`src/rtl/vlp_pkg.sv`:
```
// ************************************************************
// vanc line placement shared definitions
// ************************************************************
package vlp_pkg;

    // ************************************************************
    // register byte offsets
    // ************************************************************
    localparam logic [7:0] VLP_OFS_CTRL    = 8'h00; // enable and output format
    localparam logic [7:0] VLP_OFS_STATUS  = 8'h04; // sticky events, write one to clear
    localparam logic [7:0] VLP_OFS_MASK    = 8'h08; // interrupt mask, same layout
    localparam logic [7:0] VLP_OFS_HEALTH  = 8'h0c; // indicator levels, read only
    localparam logic [7:0] VLP_OFS_REQ     = 8'h20; // requested line, one word per item
    localparam logic [7:0] VLP_OFS_APPLIED = 8'h40; // applied line, one word per item

    // ************************************************************
    // field positions and sizes
    // ************************************************************
    localparam int VLP_NITEM      = 6;  // placed ancillary items
    localparam int VLP_LW         = 6;  // width of a line number
    localparam int VLP_CTRL_EN    = 0;  // insertion enable bit
    localparam int VLP_CTRL_FMT   = 1;  // lowest bit of format field
    localparam int VLP_NEV        = 3;  // sticky events
    localparam int VLP_EV_CLAMP   = 0;  // a request was moved to a bound, or to line 21 for sd captions
    localparam int VLP_EV_INSERT  = 1;  // an item was placed on a line
    localparam int VLP_EV_BADFMT  = 2;  // format code is illegal
    localparam int VLP_HL_FMT     = 0;  // format indicator, bits 1:0
    localparam int VLP_HL_PLACE   = 2;  // placement indicator, bits 3:2
    localparam int VLP_HL_INS     = 4;  // insertion indicator, bits 5:4

    // ************************************************************
    // reset values
    // ************************************************************
    localparam logic       VLP_RST_EN   = 1'b0;
    localparam logic [2:0] VLP_RST_FMT  = 3'h0;
    localparam logic [2:0] VLP_RST_MASK = 3'h0;
    localparam logic [7:0] VLP_RST_REQ  = 8'h00; // zero means use the default line

    // ************************************************************
    // output formats, item numbers, indicator levels
    // ************************************************************
    localparam logic [2:0] VLP_F525I  = 3'h0;
    localparam logic [2:0] VLP_F625I  = 3'h1;
    localparam logic [2:0] VLP_F720P  = 3'h2;
    localparam logic [2:0] VLP_F1080I = 3'h3;
    localparam logic [2:0] VLP_F1080P = 3'h4;

    localparam logic [2:0] VLP_IT_AFD  = 3'h0; // active format description
    localparam logic [2:0] VLP_IT_AVIT = 3'h1; // ancillary timecode, vitc form
    localparam logic [2:0] VLP_IT_ALTC = 3'h2; // ancillary timecode, ltc form
    localparam logic [2:0] VLP_IT_AMD  = 3'h3; // audio metadata
    localparam logic [2:0] VLP_IT_WAVE = 3'h4; // sd vitc waveform
    localparam logic [2:0] VLP_IT_CAP  = 3'h5; // closed captions

    localparam logic [1:0] VLP_LV_NORMAL  = 2'h0;
    localparam logic [1:0] VLP_LV_ALERT   = 2'h1;
    localparam logic [1:0] VLP_LV_FAILURE = 2'h2;

    // ************************************************************
    // line numbers
    // ************************************************************
    localparam logic [5:0] VLP_L_NONE = 6'h00; // item not carried
    localparam logic [5:0] VLP_L8     = 6'h08;
    localparam logic [5:0] VLP_L9     = 6'h09;
    localparam logic [5:0] VLP_L10    = 6'h0a;
    localparam logic [5:0] VLP_L12    = 6'h0c;
    localparam logic [5:0] VLP_L13    = 6'h0d;
    localparam logic [5:0] VLP_L14    = 6'h0e;
    localparam logic [5:0] VLP_L19    = 6'h13;
    localparam logic [5:0] VLP_L20    = 6'h14;
    localparam logic [5:0] VLP_L21    = 6'h15;
    localparam logic [5:0] VLP_L22    = 6'h16;
    localparam logic [5:0] VLP_L25    = 6'h19;
    localparam logic [5:0] VLP_L41    = 6'h29;

    // ************************************************************
    // bus answers
    // ************************************************************
    localparam logic [1:0] VLP_RESP_OKAY   = 2'h0;
    localparam logic [1:0] VLP_RESP_SLVERR = 2'h2;

    // read sequencer states
    typedef enum logic [1:0] {VLP_RD_IDLE, VLP_RD_FETCH, VLP_RD_RESP} vlp_rd_t;

    // format code is one of the five known outputs
    function automatic logic vlp_fmt_ok(input logic [2:0] fmt);
        return fmt <= VLP_F1080P;
    endfunction : vlp_fmt_ok

    // standard definition outputs
    function automatic logic vlp_is_sd(input logic [2:0] fmt);
        return (fmt == VLP_F525I) || (fmt == VLP_F625I);
    endfunction : vlp_is_sd

    // lowest line an item may use
    function automatic logic [5:0] vlp_lo(input logic [2:0] fmt);
        return (fmt == VLP_F525I) ? VLP_L12 : VLP_L9;
    endfunction : vlp_lo

    // highest line an item may use, sd captions excepted, keeps active picture intact
    function automatic logic [5:0] vlp_hi(input logic [2:0] fmt);
        logic [5:0] hi;
        hi = VLP_L19;
        unique case (fmt)
            VLP_F525I:  hi = VLP_L19;
            VLP_F625I:  hi = VLP_L22;
            VLP_F720P:  hi = VLP_L25;
            VLP_F1080I: hi = VLP_L20;
            VLP_F1080P: hi = VLP_L41;
            default:    hi = VLP_L19;
        endcase
        return hi;
    endfunction : vlp_hi

    // default line per item, none where the item is not carried
    function automatic logic [5:0] vlp_default(input logic [2:0] item, input logic sd);
        logic [5:0] d;
        d = VLP_L_NONE;
        unique case (item)
            VLP_IT_AFD:  d = sd ? VLP_L12 : VLP_L9;
            VLP_IT_AVIT: d = sd ? VLP_L13 : VLP_L9;
            VLP_IT_ALTC: d = sd ? VLP_L_NONE : VLP_L10;
            VLP_IT_AMD:  d = VLP_L13;
            VLP_IT_WAVE: d = sd ? VLP_L14 : VLP_L_NONE;
            VLP_IT_CAP:  d = sd ? VLP_L21 : VLP_L10;
            default:     d = VLP_L_NONE;
        endcase
        return d;
    endfunction : vlp_default

endpackage : vlp_pkg

```
`src/rtl/vlp_line_mem.sv`:
```
`timescale 1ns/1ns
// ************************************************************
// requested line store, one write port, two registered reads
// ************************************************************
module vlp_line_mem
    import vlp_pkg::*;
(
    // clock and reset
    input  wire logic       clk,
    input  wire logic       nrst,
    // write port
    input  wire logic       wr_en,
    input  wire logic [2:0] wr_addr,
    input  wire logic [7:0] wr_data,
    // bus read port
    input  wire logic [2:0] rd_a_addr,
    output logic      [7:0] rd_a_data,
    // scanner read port
    input  wire logic [2:0] rd_b_addr,
    output logic      [7:0] rd_b_data
);

    // all state of the store
    typedef struct packed {
        logic [VLP_NITEM-1:0][7:0] word; // stored requests
        logic [7:0]                a;    // bus read data
        logic [7:0]                b;    // scanner read data
    } vlp_mem_t;

    vlp_mem_t st;      // current state
    vlp_mem_t next_st; // next state

    // write and both reads
    always_comb begin
        next_st = st;
        if (wr_en && (wr_addr < 3'(VLP_NITEM))) begin
            next_st.word[wr_addr] = wr_data;
        end
        next_st.a = (rd_a_addr < 3'(VLP_NITEM)) ? st.word[rd_a_addr] : 8'h00;
        next_st.b = (rd_b_addr < 3'(VLP_NITEM)) ? st.word[rd_b_addr] : 8'h00;
    end

    // state register, all words start at the default marker
    always_ff @(posedge clk or negedge nrst) begin
        if (!nrst) begin
            st <= '{word: {VLP_NITEM{VLP_RST_REQ}}, a: 8'h00, b: 8'h00};
        end else begin
            st <= next_st;
        end
    end

    assign rd_a_data = st.a;
    assign rd_b_data = st.b;

endmodule : vlp_line_mem

```
`src/rtl/vlp_top.sv`:
```
`timescale 1ns/1ns
module vlp_top
    import vlp_pkg::*;
(
    // clock and reset
    input  wire logic        REF_CLK,
    input  wire logic        NRST,
    // video timing
    input  wire logic        LINE_STB,
    input  wire logic [10:0] LINE_NUM,
    // insertion strobes and interrupt
    output logic      [5:0]  VANC_INS,
    output logic             IRQ,
    // axi4-lite write address
    input  wire logic        S_AXI_AWVALID,
    output logic             S_AXI_AWREADY,
    input  wire logic [7:0]  S_AXI_AWADDR,
    // axi4-lite write data
    input  wire logic        S_AXI_WVALID,
    output logic             S_AXI_WREADY,
    input  wire logic [31:0] S_AXI_WDATA,
    input  wire logic [3:0]  S_AXI_WSTRB,
    // axi4-lite write response
    output logic             S_AXI_BVALID,
    input  wire logic        S_AXI_BREADY,
    output logic      [1:0]  S_AXI_BRESP,
    // axi4-lite read address
    input  wire logic        S_AXI_ARVALID,
    output logic             S_AXI_ARREADY,
    input  wire logic [7:0]  S_AXI_ARADDR,
    // axi4-lite read data
    output logic             S_AXI_RVALID,
    input  wire logic        S_AXI_RREADY,
    output logic      [31:0] S_AXI_RDATA,
    output logic      [1:0]  S_AXI_RRESP
);

    // ************************************************************
    // state
    // ************************************************************
    typedef struct packed {
        logic                          aw_held;  // write address captured
        logic [7:0]                    aw_addr;  // captured write address
        logic                          w_held;   // write data captured
        logic [31:0]                   w_data;   // captured write data
        logic [3:0]                    w_strb;   // captured byte enables
        logic                          bvalid;   // write answer pending
        logic [1:0]                    bresp;    // write answer code
        vlp_rd_t                       rd;       // read sequencer
        logic [7:0]                    ar_addr;  // captured read address
        logic [31:0]                   rdata;    // register read data
        logic [1:0]                    rresp;    // read answer code
        logic                          enable;   // insertion enable
        logic [2:0]                    fmt;      // output format
        logic [VLP_NEV-1:0]            status;   // sticky events
        logic [VLP_NEV-1:0]            mask;     // interrupt mask
        logic [2:0]                    scan;     // item being read
        logic [2:0]                    scan_q;   // item whose data is back
        logic                          scan_ok;  // scan_q holds real data
        logic [VLP_NITEM-1:0][5:0]     applied;  // lines in use
        logic [VLP_NITEM-1:0]          moved;    // request was clamped
        logic [5:0]                    ins;      // insertion strobes
    } vlp_state_t;

    vlp_state_t st;      // current state
    vlp_state_t next_st; // next state

    logic       mem_wr_en; // bus write into request store
    logic [2:0] mem_rd_a;  // bus read address into store
    logic [7:0] mem_a;     // bus read data from store
    logic [7:0] mem_b;     // scanner read data from store

    // request word window
    function automatic logic in_req(input logic [7:0] a);
        return (a >= VLP_OFS_REQ) && (a < VLP_OFS_REQ + 8'(4 * VLP_NITEM));
    endfunction : in_req

    // applied word window
    function automatic logic in_app(input logic [7:0] a);
        return (a >= VLP_OFS_APPLIED) && (a < VLP_OFS_APPLIED + 8'(4 * VLP_NITEM));
    endfunction : in_app

    // item number inside a window
    function automatic logic [2:0] item_of(input logic [7:0] a, input logic [7:0] base);
        logic [7:0] d;
        d = a - base;
        return d[4:2];
    endfunction : item_of

    // ************************************************************
    // request store
    // ************************************************************
    vlp_line_mem vlp_line_mem_i (
        .clk       (REF_CLK),
        .nrst      (NRST),
        .wr_en     (mem_wr_en),
        .wr_addr   (item_of(st.aw_addr, VLP_OFS_REQ)),
        .wr_data   (st.w_data[7:0]),
        .rd_a_addr (mem_rd_a),
        .rd_a_data (mem_a),
        .rd_b_addr (st.scan),
        .rd_b_data (mem_b)
    );

    // bus write lands in store once both halves are held
    assign mem_wr_en = st.aw_held && st.w_held && !st.bvalid && in_req(st.aw_addr)
                       && st.w_strb[0];
    assign mem_rd_a  = item_of(st.ar_addr, VLP_OFS_REQ);

    // ************************************************************
    // next state
    // ************************************************************
    always_comb begin
        logic [VLP_NEV-1:0] ev;    // events raised this cycle
        logic [5:0]         want;  // requested or default line
        logic [5:0]         place; // line after limiting
        logic [5:0]         dflt;  // default line for the item
        logic [1:0]         lv;    // indicator level
        logic               sd;    // standard definition output
        ev      = '0;
        want    = VLP_L_NONE;
        place   = VLP_L_NONE;
        dflt    = VLP_L_NONE;
        lv      = VLP_LV_NORMAL;
        sd      = vlp_is_sd(st.fmt);
        next_st = st;

        // write address and data taken in either order
        if (S_AXI_AWVALID && S_AXI_AWREADY) begin
            next_st.aw_held = 1'b1;
            next_st.aw_addr = S_AXI_AWADDR;
        end
        if (S_AXI_WVALID && S_AXI_WREADY) begin
            next_st.w_held = 1'b1;
            next_st.w_data = S_AXI_WDATA;
            next_st.w_strb = S_AXI_WSTRB;
        end

        // both held: perform the write and answer
        if (st.aw_held && st.w_held && !st.bvalid) begin
            next_st.aw_held = 1'b0;
            next_st.w_held  = 1'b0;
            next_st.bvalid  = 1'b1;
            next_st.bresp   = VLP_RESP_OKAY;
            if (st.aw_addr == VLP_OFS_CTRL) begin
                if (st.w_strb[0]) begin
                    next_st.enable = st.w_data[VLP_CTRL_EN];
                    next_st.fmt    = st.w_data[VLP_CTRL_FMT +: 3];
                end
            end else if (st.aw_addr == VLP_OFS_STATUS) begin
                // clear by writing ones
                if (st.w_strb[0]) begin
                    next_st.status = st.status & ~st.w_data[VLP_NEV-1:0];
                end
            end else if (st.aw_addr == VLP_OFS_MASK) begin
                if (st.w_strb[0]) begin
                    next_st.mask = st.w_data[VLP_NEV-1:0];
                end
            end else if (!in_req(st.aw_addr) && st.aw_addr != VLP_OFS_HEALTH
                         && !in_app(st.aw_addr)) begin
                // unmapped address
                next_st.bresp = VLP_RESP_SLVERR;
            end
        end
        if (st.bvalid && S_AXI_BREADY) begin
            next_st.bvalid = 1'b0;
        end

        // read sequencer
        unique case (st.rd)
            VLP_RD_IDLE: begin
                if (S_AXI_ARVALID) begin
                    next_st.ar_addr = S_AXI_ARADDR;
                    next_st.rd      = VLP_RD_FETCH;
                end
            end
            VLP_RD_FETCH: begin
                // store is read in this cycle, registers sampled here
                next_st.rd    = VLP_RD_RESP;
                next_st.rresp = VLP_RESP_OKAY;
                next_st.rdata = 32'h0000_0000;
                if (st.ar_addr == VLP_OFS_CTRL) begin
                    next_st.rdata[VLP_CTRL_EN]       = st.enable;
                    next_st.rdata[VLP_CTRL_FMT +: 3] = st.fmt;
                end else if (st.ar_addr == VLP_OFS_STATUS) begin
                    next_st.rdata[VLP_NEV-1:0] = st.status;
                end else if (st.ar_addr == VLP_OFS_MASK) begin
                    next_st.rdata[VLP_NEV-1:0] = st.mask;
                end else if (st.ar_addr == VLP_OFS_HEALTH) begin
                    // three level indicators
                    lv = vlp_fmt_ok(st.fmt) ? VLP_LV_NORMAL : VLP_LV_FAILURE;
                    next_st.rdata[VLP_HL_FMT +: 2] = lv;
                    lv = (|st.moved) ? VLP_LV_ALERT : VLP_LV_NORMAL;
                    next_st.rdata[VLP_HL_PLACE +: 2] = lv;
                    lv = st.enable ? VLP_LV_NORMAL : VLP_LV_ALERT;
                    next_st.rdata[VLP_HL_INS +: 2] = lv;
                end else if (in_app(st.ar_addr)) begin
                    // the line really used, after limiting
                    next_st.rdata[5:0] = st.applied[item_of(st.ar_addr, VLP_OFS_APPLIED)];
                end else if (!in_req(st.ar_addr)) begin
                    next_st.rresp = VLP_RESP_SLVERR;
                end
            end
            VLP_RD_RESP: begin
                if (S_AXI_RREADY) begin
                    next_st.rd = VLP_RD_IDLE;
                end
            end
        endcase

        // scanner walks the items, one read per cycle
        next_st.scan    = (st.scan == 3'(VLP_NITEM - 1)) ? 3'h0 : st.scan + 3'h1;
        next_st.scan_q  = st.scan;
        next_st.scan_ok = 1'b1;
        if (st.scan_ok) begin
            dflt = vlp_default(st.scan_q, sd);
            want = (mem_b == VLP_RST_REQ) ? dflt : mem_b[5:0];
            if (!vlp_fmt_ok(st.fmt) || dflt == VLP_L_NONE) begin
                place = VLP_L_NONE;
            end else if (sd && st.scan_q == VLP_IT_CAP) begin
                place = VLP_L21;
            end else if (mem_b[7:6] != 2'h0 || want > vlp_hi(st.fmt)) begin
                place = vlp_hi(st.fmt);
            end else if (want < vlp_lo(st.fmt)) begin
                place = vlp_lo(st.fmt);
            end else begin
                place = want;
            end
            next_st.applied[st.scan_q] = place;
            next_st.moved[st.scan_q]   = (place != want) && (mem_b != VLP_RST_REQ)
                                         && (place != VLP_L_NONE);
            ev[VLP_EV_CLAMP] = next_st.moved[st.scan_q] && !st.moved[st.scan_q];
        end

        // each item fires on its own line; shared lines are not checked
        for (int i = 0; i < VLP_NITEM; i++) begin
            next_st.ins[i] = LINE_STB && st.enable && (st.applied[i] != VLP_L_NONE)
                             && (LINE_NUM == {5'h00, st.applied[i]});
        end
        ev[VLP_EV_INSERT] = |next_st.ins;
        ev[VLP_EV_BADFMT] = !vlp_fmt_ok(st.fmt);

        // set wins over a clear in the same cycle
        next_st.status = next_st.status | ev;
    end

    // ************************************************************
    // state register
    // ************************************************************
    always_ff @(posedge REF_CLK or negedge NRST) begin
        if (!NRST) begin
            st         <= '0;
            st.rd      <= VLP_RD_IDLE;
            st.enable  <= VLP_RST_EN;
            st.fmt     <= VLP_RST_FMT;
            st.mask    <= VLP_RST_MASK;
        end else begin
            st <= next_st;
        end
    end

    // ************************************************************
    // outputs
    // ************************************************************
    assign S_AXI_AWREADY = !st.aw_held && !st.bvalid;
    assign S_AXI_WREADY  = !st.w_held && !st.bvalid;
    assign S_AXI_BVALID  = st.bvalid;
    assign S_AXI_BRESP   = st.bresp;
    assign S_AXI_ARREADY = (st.rd == VLP_RD_IDLE);
    assign S_AXI_RVALID  = (st.rd == VLP_RD_RESP);
    assign S_AXI_RRESP   = st.rresp;
    // request words come straight from the store's output register
    assign S_AXI_RDATA   = in_req(st.ar_addr) ? {24'h000000, mem_a} : st.rdata;
    assign VANC_INS      = st.ins;
    assign IRQ           = |(st.status & st.mask);

endmodule : vlp_top

```
`config.mk`:
```
export PLATFORM = sky130hd
export DESIGN_NAME = vlp_top
export DESIGN_NICKNAME = d
export VERILOG_FILES = /design/src/rtl/vlp_pkg.sv /design/src/rtl/vlp_line_mem.sv /design/src/rtl/vlp_top.sv
export SDC_FILE = /design/constraint.sdc
export NUM_CORES = 1
export LEC_CHECK = 0
export BUFFER_PORTS_ARGS = -buffer_cell sky130_fd_sc_hd__buf_2
export CAP_MARGIN = 20
export CORE_AREA = 2 2 99 196
export DETAILED_ROUTE_END_ITERATION = 16
export DIE_AREA = 0 0 101 198
export HOLD_SLACK_MARGIN = 0.06
export MAX_ROUTING_LAYER = met4
export PLACE_DENSITY_LB_ADDON = 0.2
export SLEW_MARGIN = 20
export SYNTH_ARGS = -nofsm -noshare
export SYNTH_HDL_FRONTEND = slang
export SYNTH_SLANG_ARGS = --single-unit
export TNS_END_PERCENT = 20
```
`constraint.sdc`:
```
create_clock -name REF_CLK -period 8.6 [get_ports REF_CLK]
set_input_delay 0 -clock REF_CLK [delete_from_list [all_inputs] [get_ports REF_CLK]]
set_output_delay 0 -clock REF_CLK [all_outputs]
set_load 0.01 [all_outputs]
```
# [Word-level counts from Yosys, hierarchy flattened]
# Cells that the tools add are included.
[totals] ff_bits=196 latchBits=0 mem_bits_rw=0 mem_bits_ro=0 inputBits=71 out_inout_bits=48 wordCells=242 mem_count=0
[classes] add_sub_neg=4 n_mul=0 div=0 order_cmp=21 eq_ne=27 shifts=0 n_mux=79 n_bitwise=6 reduce_logical=71
[op_table] cell="$mux W6" count=16
[op_table] cell="$eq A11 B6 Y1" count=6
[op_table] cell="$bmux W8 S3" count=2
[op_table] cell="$bwmux W48" count=1
[op_table] cell="$mux W8" count=6
[op_table] cell="$mux W3" count=14
[op_table] cell="$reduce_bool A6 Y1" count=7
[op_table] cell="$mux W37" count=1
[op_table] cell="$bwmux W36" count=1
[op_table] cell="$logic_and A1 B1 Y1" count=35
[op_table] cell="$pmux W5 S6" count=1
[op_table] cell="$mux W2" count=13
[op_table] cell="$demux W8 S3" count=1
[op_table] cell="$eq A8 B4 Y1 const B" count=3
[op_table] cell="$logic_not A8 Y1" count=3
[op_table] cell="$pmux W6 S4" count=1
[op_table] cell="$lt A3 B4 Y1 const B" count=5
[op_table] cell="$bmux W6 S3" count=1
[op_table] cell="$demux W6 S3" count=1
[op_table] cell="$eq A8 B3 Y1 const B" count=2
[op_table] cell="$ge A8 B6 Y1 const B" count=2
[op_table] cell="$ge A8 B7 Y1 const B" count=2
[op_table] cell="$lt A8 B6 Y1 const B" count=2
[op_table] cell="$lt A8 B7 Y1 const B" count=2
[op_table] cell="41 further kinds" count=80

# [Depth between registers and ports, before layout]
# Gate-level depths: netlist (run 1).
[depth] depth_word=24 ltp_mapped=15 ltp_nobuf=13

# [By module]
# From an unflattened synthesis (run 1), not the netlist that was laid out.
[hier_totals] hier_cells=862 hier_area_um2=9395.3
[modules_own_cells] mod="vlp_top" n_inst=1 cells_each=629 area_per_inst_um2=6197.2 seq_area_each_um2=2577.5
[modules_own_cells] mod="vlp_line_mem" n_inst=1 cells_each=233 area_per_inst_um2=3198.1 seq_area_each_um2=1601.5

# [Worst setup path before layout (run 1)]
# No wires, ideal clock.
[synth_timing] path_type="flip-flop to flip-flop" from="register st[50] in the netlist's numbering" to="register st[10] in the netlist's numbering" setup_time_ns=0.134 t_arrival_ns=3.328 required_time_ns=8.466 setup_slack_ns=5.138 stages_incl_launch_ff=15 path_buffers=1 period_less_slack_ns=3.462 cell_sequence="dfrtp_1 > clkbuf_1 > nand2b_1 > a21oi_1 > o31a_1 > or2_2 > ha_1 > nand4_1 > o21bai_1 > a31oi_1 > o21ai_1 > o32a_1 > or4_4 > o311ai_4 > o21ai_1"
[synth_between] elab_chain_cells=14 word_cells_on_any_way=30 classes_between="order compare (4); eq/ne (6); mux (11); reduce/logical (9)"
[synth_lines] item="from (decl)" line_no="vlp_top.sv:65" rtl="vlp_state_t st;"
[synth_lines] item="from (signal assigned)" line_no="vlp_top.sv:258" rtl="st <= next_st;"
[synth_lines] item="$eq A3 B3 Y1, or another cell as far along" line_no="vlp_pkg.sv:119, vlp_top.sv:220"
[synth_lines] item="$pmux W5 S6" line_no="vlp_pkg.sv:119" rtl="unique case (item)"
[synth_lines] item="$mux W6" line_no="vlp_top.sv:215" rtl="if (st.scan_ok) begin"
[synth_lines] item="$mux W6" line_no="vlp_top.sv:217" rtl="want = (mem_b == VLP_RST_REQ) ? dflt : mem_b[5:0];"
[synth_lines] item="$lt A6 B6 Y1 / $gt A6 B6 Y1 (equally long branches)" line_no="vlp_top.sv:224, vlp_top.sv:222"
[synth_lines] item="$mux W6 / $logic_or A1 B1 Y1 (equally long branches)" line_no="vlp_top.sv:224, vlp_top.sv:222"
[synth_lines] item="$mux W6" line_no="vlp_top.sv:222" rtl="end else if (mem_b[7:6] != 2'h0 || want > vlp_hi(st.fmt)) begin"
[synth_lines] item="$mux W6" line_no="vlp_top.sv:220" rtl="end else if (sd && st.scan_q == VLP_IT_CAP) begin"
[synth_lines] item="$mux W6" line_no="vlp_top.sv:218" rtl="if (!vlp_fmt_ok(st.fmt) || dflt == VLP_L_NONE) begin"
[synth_lines] item="$mux W6" line_no="vlp_top.sv:215"
[synth_lines] item="$ne A6 B6 Y1" line_no="vlp_top.sv:230" rtl="next_st.moved[st.scan_q] = (place != want) && (mem_b != VLP_RST_REQ)"
[synth_lines] item="$logic_and A1 B1 Y1" line_no="vlp_top.sv:230"
[synth_lines] item="$logic_and A1 B1 Y1" line_no="vlp_top.sv:231" rtl="&& (place != VLP_L_NONE);"
[synth_lines] item="$bwmux W6 (*)" line_no="vlp_top.sv:230"
# Mark *: on every way between the ends. The rest lies on a longest branch, timed or not. The select of a mux whose other input is x is not followed.
# A chain may end at the register's enable or synchronous reset.

# [Worst setup path after layout (run 1)]
[layout_timing] from="register st[63] in the netlist's numbering" to="register st[30] in the netlist's numbering"
[layout_between] elab_chain_cells=13 word_cells_on_any_way=33 classes_between="order compare (3); eq/ne (4); mux (19); reduce/logical (7)"
[layout_lines] item="$eq A3 B1 Y1 / $logic_not A3 Y1 (equally long branches)" line_no="vlp_pkg.sv:92, vlp_pkg.sv:104, vlp_pkg.sv:97"
[layout_lines] item="$logic_or A1 B1 Y1" line_no="vlp_pkg.sv:92" rtl="return (fmt == VLP_F525I) || (fmt == VLP_F625I);"
[layout_lines] item="$mux W5, or another cell as far along" line_no="vlp_pkg.sv:125" rtl="VLP_IT_CAP: d = sd ? VLP_L21 : VLP_L10;"
[layout_lines] item="$pmux W5 S6" line_no="vlp_pkg.sv:119"
[layout_lines] item="$mux W6" line_no="vlp_top.sv:215"
[layout_lines] item="$mux W6" line_no="vlp_top.sv:217"
[layout_lines] item="$lt A6 B6 Y1 / $gt A6 B6 Y1 (equally long branches)" line_no="vlp_top.sv:224, vlp_top.sv:222"
[layout_lines] item="$mux W6 / $logic_or A1 B1 Y1 (equally long branches)" line_no="vlp_top.sv:224, vlp_top.sv:222"
[layout_lines] item="$mux W6" line_no="vlp_top.sv:222"
[layout_lines] item="$mux W6" line_no="vlp_top.sv:220"
[layout_lines] item="$mux W6 (*)" line_no="vlp_top.sv:218"
[layout_lines] item="$mux W6 (*)" line_no="vlp_top.sv:215"
[layout_lines] item="$bwmux W36 (*)" line_no="vlp_top.sv:229" rtl="next_st.applied[st.scan_q] = place;"
# Marked as above.

==> metrics.md, run 1 <==
| Metric | Value |
|---|---|
| Outcome | `complete, no violations` |
| Max Cap Viol | `0` |
| Crit path launch type | `flip-flop` |
| Post-layout util | `55.6%` |
| Logic pwr share | `45.9%` |
| DRT met1 WL | `7750 µm` |
| Die W | `101 µm` |
| Routed wl met3 | `544 µm` |
| Fin Hold WS | `0.0769 ns` |
| #FFs+latches synth | `167` |
| Post-Synthesis Cells | `848` |
| Uppermost layer routed | `met4` |
| Via density per instance | `5.74` |
| Internal power | `0.00224 W` |
| Starting Density | `48.6%` |
| First-pass GRT wire length | `36500 µm` |
| Total Wirelength | `22900 µm` |
| Maximum VDD drop | `0.233 mV` |
| Most frequent cell after synthesis | `dfrtp_1` |
| Top cells by area, synth | `dfrtp_1 46%, mux2_2 11%, mux4_2 5.5%` |
| Sequential share of power | `33.9%` |
| DR iter-0 viols | `251` |
| Crit path capture type | `flip-flop` |
| Vias in the first global route | `6716` |
| F_max | `228 MHz` |
| Leakage | `4.81 nW` |
| Crit path top cell by count | `o21ai_0` |
| Synth warn | `0` |
| RSZ-0062 raised after global routing | `no` |
| DRT Pass-1 Iters | `5` |
| WP buf/inv | `1` |
| Bufs on Longest Clock Path | `2` |
| Fin. max-slew vios | `0` |
| CTS Buf Count | `17` |
| Worst skew pair latency | `0.43 ns` |
| NetSw | `0.00166 W` |
| Setup_tns | `0 ns` |
| Yosys top cell area share | `46.1%` |
| EDFF count, synth | `0` |
| Worst-Margin Slew | `0.989 ns` |
| Ant diodes | `0` |
| Period utilisation layout | `50.9%` |
| Io pins | `119` |
| Port Buf Inserts | `65` |
| Main synth FF type | `dfrtp_1` |
| Wirelength per Cell | `19.8 µm` |
| Number of routed nets with antenna violations | `0` |
| Largest delay share family, worst path | `compound AO/OA/AOI/OAI gates` |
| Die area | `20000 µm²` |
| Synthesized area | `9060 µm²` |
| Nets | `1003` |
| Routed via count | `6621` |
| Met2 wire len | `13300 µm` |
| Crit path DAT | `4.64 ns` |
| Root Buffer Master | `clkbuf_16` |
| Dominant cell type by area after synthesis | `dfrtp_1` |
| H-tree depth | `4` |
| Share of total power in the clock network | `20.2%` |
| CORE AREA | `18700 µm²` |
| CTS tree | `done` |
| Crit-path slowest cell | `o21ai_0` |
| # setup viols final | `0` |
| CP max stage delay | `0.73 ns` |
| Synth unique cells | `66` |
| Congestion Overflow GR | `0` |
| # clock sinks | `167` |
| Fraction of layout cells with a size suffix above 1 | `24.7%` |
| Post-synthesis sequential area ratio | `46.1%` |
| Fin. Hold Viols | `0` |
| DRC | `0` |
| Post_cts resized | `0` |
| Number of fill cells | `1659` |
| Critical Path, Cell by Cell | `or2_2, nor3_1, o31a_1, or2_2, ha_1, and3_1, o21ai_0, a31oi_1, buf_4, nor3_1, a21oi_1, o21ai_0, o21ai_0` |
| Final GP Congestion | `0.947` |
| Row count | `71` |
| Reg2reg setup slack | `4.22 ns` |
| Avg Inst Size Synth | `10.7 µm²` |
| Clock slew at reported path FFs | `0.07 ns` |
| Die height | `198 µm` |
| Initial antenna violation count | `0` |
| Postcts setup bufs | `0` |
| HPWL Detailed | `16800 µm` |
| Total track usage | `25.0%` |
| Setup CP Type | `reg2reg` |
| Slew HR | `33.1%` |
| Top cells by count, synth | `167 x dfrtp_1, 90 x mux2_2, 68 x nand2_1` |
| Crit Path Max Fanout | `16` |
| HP Class | `in2reg` |
| Largest net degree at the start of global routing | `105` |
| Max Clock Skew | `0.0147 ns` |
| Critical path required time | `8.86 ns` |
| Pwr dens | `376 nW/µm²` |
| Tmin final | `4.38 ns` |
| Post-synth ARST share | `100%` |
| Syn-to-layout area delta | `14.4%` |
| Switching Share | `42.5%` |
-- metrics by stage --
stage / power, W / std cells / setup WS (ns) / area (µm²)
CTS: 0.00392 / 1153 / 4.24 / 10400
global placement: 0.00307 / 1083 / 4.34 / 9380
global route: 0.00415 / 1153 / 3.77 / 10400
detailed placement: 0.00310 / 1083 / 4.28 / 9380
finish: 0.00390 / 1153 / 4.22 / 10400
floorplan: 0.00254 / 873 / 5.14 / 9160
-- final cells by class --
type / count / area, µm² / share of cell area (%)
Tap cell: 219 / 274 / 2.64
Inverter: 44 / 165 / 1.59
Multi-Input combinational cell: 581 / 4380 / 42.2
Sequential cell: 167 / 4180 / 40.3
Clock inverter: 13 / 156 / 1.51
Timing Repair Buffer: 110 / 764 / 7.37
Clock buffer: 19 / 453 / 4.37
-- worst min-delay path, cell delays in order --
cell and delay, ns:
buf_2 0.07, nand4b_1 0.25, nor4_1 0.13
-- routing by layer --
metal	track usage, %	up-vias
li1	-	3115
met1	23.8	3303
met2	46.5	144
met3	3.71	59
met4	14.0	0
met5	-	-
-- power by group through the flow --
stage / clock [W] / sequential (W) / combinational (W)
after floorplan: 0 / 0.00119 / 0.00135
final: 0.000786 / 0.00132 / 0.00179
after global routing: 0.000833 / 0.00136 / 0.00196
after detailed placement: 0 / 0.00133 / 0.00177
after CTS: 0.000800 / 0.00132 / 0.00180
after global placement: 0 / 0.00132 / 0.00175
-- placed cells by master (no fill, tap or decap), types with 5 or more instances in the layout --
cell and instances:
a211oi_1 6, a21oi_1 32, buf_2 64, buf_4 7, clkbuf_16 17, conb_1 27
dfrtp_1 166, dlygate4sd3_1 38, ha_1 11, inv_1 44, inv_6 5, mux2_2 90
mux2i_1 26, mux4_2 22, nand2_1 68, nand2b_1 13, nand3_1 8, nand4_1 7
nor2_1 47, nor2b_1 5, nor3_1 14, nor4_1 12, o21ai_0 49, o21ai_1 10
o22ai_1 25, or4_1 5, xnor2_1 16, xor2_1 16
-- path summary, 6_finish.rpt --
| path | start | to | depth (start not counted) |
|---|---|---|---|
| min in group asynchronous | NRST | st[41] | 2 |
| max reg2reg | st[63] | st[30] | 13 |
| min reg2reg | st[149] | st[149] | 1 |
| max | st[63] | st[30] | 13 |
| min | LINE_NUM[7] | VANC_INS[2] | 3 |
| max in group asynchronous | NRST | st[152] | 3 |
-- what timing repair did --
| item | CTS | global route |
|---|---|---|
| setup endpoints to repair | 0 | 0 |
| endpoints found under the hold margin | 139 | 0 |
| hold buffers | 38 | 0 |
-- sequential cells by signal (all words and copies together) (netlist names) --
register                  cells
S_AXI_BVALID                  1
next_st                       3
vlp_line_mem_i.st            48
VANC_INS                      6
vlp_line_mem_i.rd_b_data      8
st                           91
S_AXI_RRESP                   1
S_AXI_BRESP                   1
vlp_line_mem_i.rd_a_data      8
-- logic make-up after synthesis --
family	synth area share (%)
mux	19.5
flops	46.1
xor+xnor	3.09
fa+ha+maj	1.52
other cells	0.0829
compound gates	11.1
buf+inv	6.64
simple gates	11.9
(Power assumes the default switching activity.)
==> run 2: changes to the inputs <==
clock period = 3.73 ns   (was 8.6 ns; I/O delays follow)
==> run 2 against run 1 <==
  * Utilization is 1.8 points higher
  * Design area up 3.2%
  * First-iteration DRC count grew 14%
  * Non-clock buffer count is 34 higher
  * Final cell count increased by 2.8%
  * Routed wire length rose by 3.8%
  * Register-to-register slack worse by 4.1 ns
  * Critical path depth unchanged
  * Global-route usage up 0.49 points
  * Count of clock-buffer cells in the layout increased by 2
  * Critical endpoint is now st[10]
  * Largest cell class unchanged
  * Largest power group unchanged
  * Highest routed layer unchanged
==> metrics.md, run 2 (synthesized netlist as in run 1, its figures left out) <==
| Metric | Value |
|---|---|
| DRT Pass-1 Iters | `5 (unchanged)` |
| Crit path launch type | `flip-flop (unchanged)` |
| Die W | `101 µm (unchanged)` |
| HPWL Detailed | `17500 µm (was 16800 µm)` |
| Syn-to-layout area delta | `18.1% (was 14.4%)` |
| CORE AREA | `18700 µm² (unchanged)` |
| Row count | `71 (unchanged)` |
| R2R Path Start | `st[49] (was st[63])` |
| Hold-critical path depth | `3 (unchanged)` |
| Slew HR | `32.7% (was 33.1%)` |
| Fin. Hold Viols | `0 (unchanged)` |
| Vias in the first global route | `6951 (was 6716)` |
| Total Wirelength | `23700 µm (was 22900 µm)` |
| Worst skew pair latency | `0.43 ns (about the same)` |
| RSZ-0062 raised after global routing | `yes (was no)` |
| Die area | `20000 µm² (unchanged)` |
| Outcome | `complete, no violations (unchanged)` |
| Bufs on Longest Clock Path | `2 (unchanged)` |
| Max FFs per register | `91 (unchanged)` |
| Tmin final | `3.62 ns (was 4.38 ns)` |
| Largest net degree at the start of global routing | `113 (was 105)` |
| DRC | `0 (unchanged)` |
| Post-Layout Cell Count | `1185 (was 1153)` |
| Most frequent cells in the layout | `163 x dfrtp_1, 90 x mux2_2, 68 x nand2_1 (was 166 x dfrtp_1, 90 x mux2_2, 68 x nand2_1)` |
| Setup_tns | `0 ns (unchanged)` |
| Leakage | `4.97 nW (was 4.81 nW)` |
| # clock sinks | `167 (unchanged)` |
| Via density per instance | `5.76 (was 5.74)` |
| Worst-Margin Slew | `1.01 ns (was 0.989 ns)` |
| HP Class | `in2reg (unchanged)` |
| Period utilisation layout | `97.1% (was 50.9%)` |
| DR iter-0 viols | `285 (was 251)` |
| # setup viols final | `0 (unchanged)` |
| Max Cap Viol | `0 (unchanged)` |
| F_max | `276 MHz (was 228 MHz)` |
| Register Area | `4180 µm² (about the same)` |
| Crit path capture type | `flip-flop (unchanged)` |
| Max Clock Skew | `0.00959 ns (was 0.0147 ns)` |
| Port Buf Inserts | `65 (unchanged)` |
| R2R cell count | `13 (unchanged)` |
| Post-layout util | `57.4% (was 55.6%)` |
| Crit path DAT | `3.92 ns (was 4.64 ns)` |
| Maximum VDD drop | `0.622 mV (was 0.233 mV)` |
| Starting Density | `48.6% (unchanged)` |
| Crit-path slowest cell | `dfrtp_2 (was o21ai_0)` |
| CTS tree | `done (unchanged)` |
| Root Buffer Master | `clkbuf_16 (unchanged)` |
| Placed cell count | `1112 (was 1083)` |
| Clock slew at reported path FFs | `0.07 ns (about the same)` |
| First-pass GRT wire length | `36900 µm (was 36500 µm)` |
| Final GP Congestion | `0.967 (was 0.947)` |
| Critical path required time | `4.02 ns (was 8.86 ns)` |
| Routed via count | `6824 (was 6621)` |
| Initial antenna violation count | `0 (unchanged)` |
| Congestion Overflow GR | `0 (unchanged)` |
| Total track usage | `25.5% (was 25.0%)` |
| Crit Path Max Fanout | `7 (was 16)` |
| CP max stage delay | `0.47 ns (was 0.73 ns)` |
| Hold path start | `LINE_NUM[7] (unchanged)` |
| H-tree depth | `4 (unchanged)` |
| Pwr dens | `882 nW/µm² (was 376 nW/µm²)` |
| CTS Buf Count | `17 (unchanged)` |
| Setup CP Type | `reg2reg (unchanged)` |
| Worst Setup SP | `st[49] (was st[63])` |
| Worst Hold End | `VANC_INS[4] (was VANC_INS[2])` |
| Reg2reg setup slack | `0.11 ns (was 4.22 ns)` |
| Most common cell after layout, fill and taps aside | `dfrtp_1 (unchanged)` |
| Wirelength per Cell | `20.0 µm (was 19.8 µm)` |
| Fin. max-slew vios | `0 (unchanged)` |
| Critical Path, Cell by Cell | `buf_6, and3b_1, o211ai_1, nand2b_1, ha_1, nand4_1, o21bai_4, a31oi_4, o21ai_2, o32a_1, or4_4, o311ai_4, o21ai_1 (was or2_2, nor3_1, o31a_1, or2_2, ha_1, and3_1, o21ai_0, a31oi_1, buf_4, nor3_1, a21oi_1, o21ai_0, o21ai_0)` |
| Number of routed nets with antenna violations | `0 (unchanged)` |
| Reg with most FFs | `st (unchanged)` |
| Footprint of the multi-input gates | `4440 µm² (was 4380 µm²)` |
| Number of fill cells | `1604 (was 1659)` |
| Ant diodes | `0 (unchanged)` |
| Io pins | `119 (unchanged)` |
| Die height | `198 µm (unchanged)` |
| Reg2reg end | `st[10] (was st[30])` |
| Top flop regs | `st: 91 flops, vlp_line_mem_i.st: 48 flops (unchanged)` |
| Fraction of layout cells with a size suffix above 1 | `28.0% (was 24.7%)` |
| Nets | `1037 (was 1003)` |
==> run 2: area by class of cell <==
type                            count  area share [%]
Clock inverter                      9            1.33
Timing Repair Buffer              144            9.73
Multi-Input combinational cell    581            41.4
Inverter                           44            1.54
Sequential cell                   167            39.1
Clock buffer                       21            4.30
Tap cell                          219            2.56
==> run 2: where the power goes <==
| part | switching, W | internal (W) |
|---|---|---|
| Combinational | 0.00249 | 0.00205 |
| Sequential | 0.000717 | 0.00236 |
| Clock | 0.000735 | 0.00109 |
| Total | 0.00394 | 0.00550 |
==> run 2: through the flow <==
stage	setup WS, ns	power, W	hold slack [ns]	cell area (µm²)
2_1_floorplan	0.268	0.00585	-0.296	9160
3_3_place_gp	0.104	0.00746	0.170	9610
3_5_place_dp	0.0335	0.00752	0.174	9610
4_1_cts	0.0139	0.00939	0.0627	10600
5_1_grt	-0.0429	0.0100	0.0750	10700
6_report	0.106	0.00944	0.0696	10700
==> run 2: repair_timing <==
item                                    4_1_cts  5_1_grt
hold buffers                                 39        0
buffers inserted                              0        4
gates resized for setup                       0       15
endpoints found under the setup margin        0       24
endpoints found under the hold margin       147        0
==> run 2: worst max-delay path: cells and delay by family, from the launching register on <==
family / cells / cell delay [ns]
fa+ha+maj: 1 / 0.29
compound gates: 7 / 1.68
flops: 1 / 0.47
buf+inv: 1 / 0.14
simple gates: 4 / 0.91
==> run 2: metal layers <==
layer / vias to the layer above / part of all wire, % / GRT usage, %
met4: 0 / 7.0 / 16.7
met2: 190 / 57 / 47.1
met3: 84 / 2.7 / 3.53
met5: - / 0 / -
li1: 3182 / - / -
met1: 3368 / 33 / 23.6
==> run 2: worst max path at each step <==
stage,endpoint,slack [ns],cells past startpoint
after floorplan,st[10],0.27,14
after global placement,st[10],0.10,14
after detailed placement,st[10],0.03,14
after CTS,st[10],0.01,14
after global routing,st[7],-0.04,13
final,st[10],0.11,13
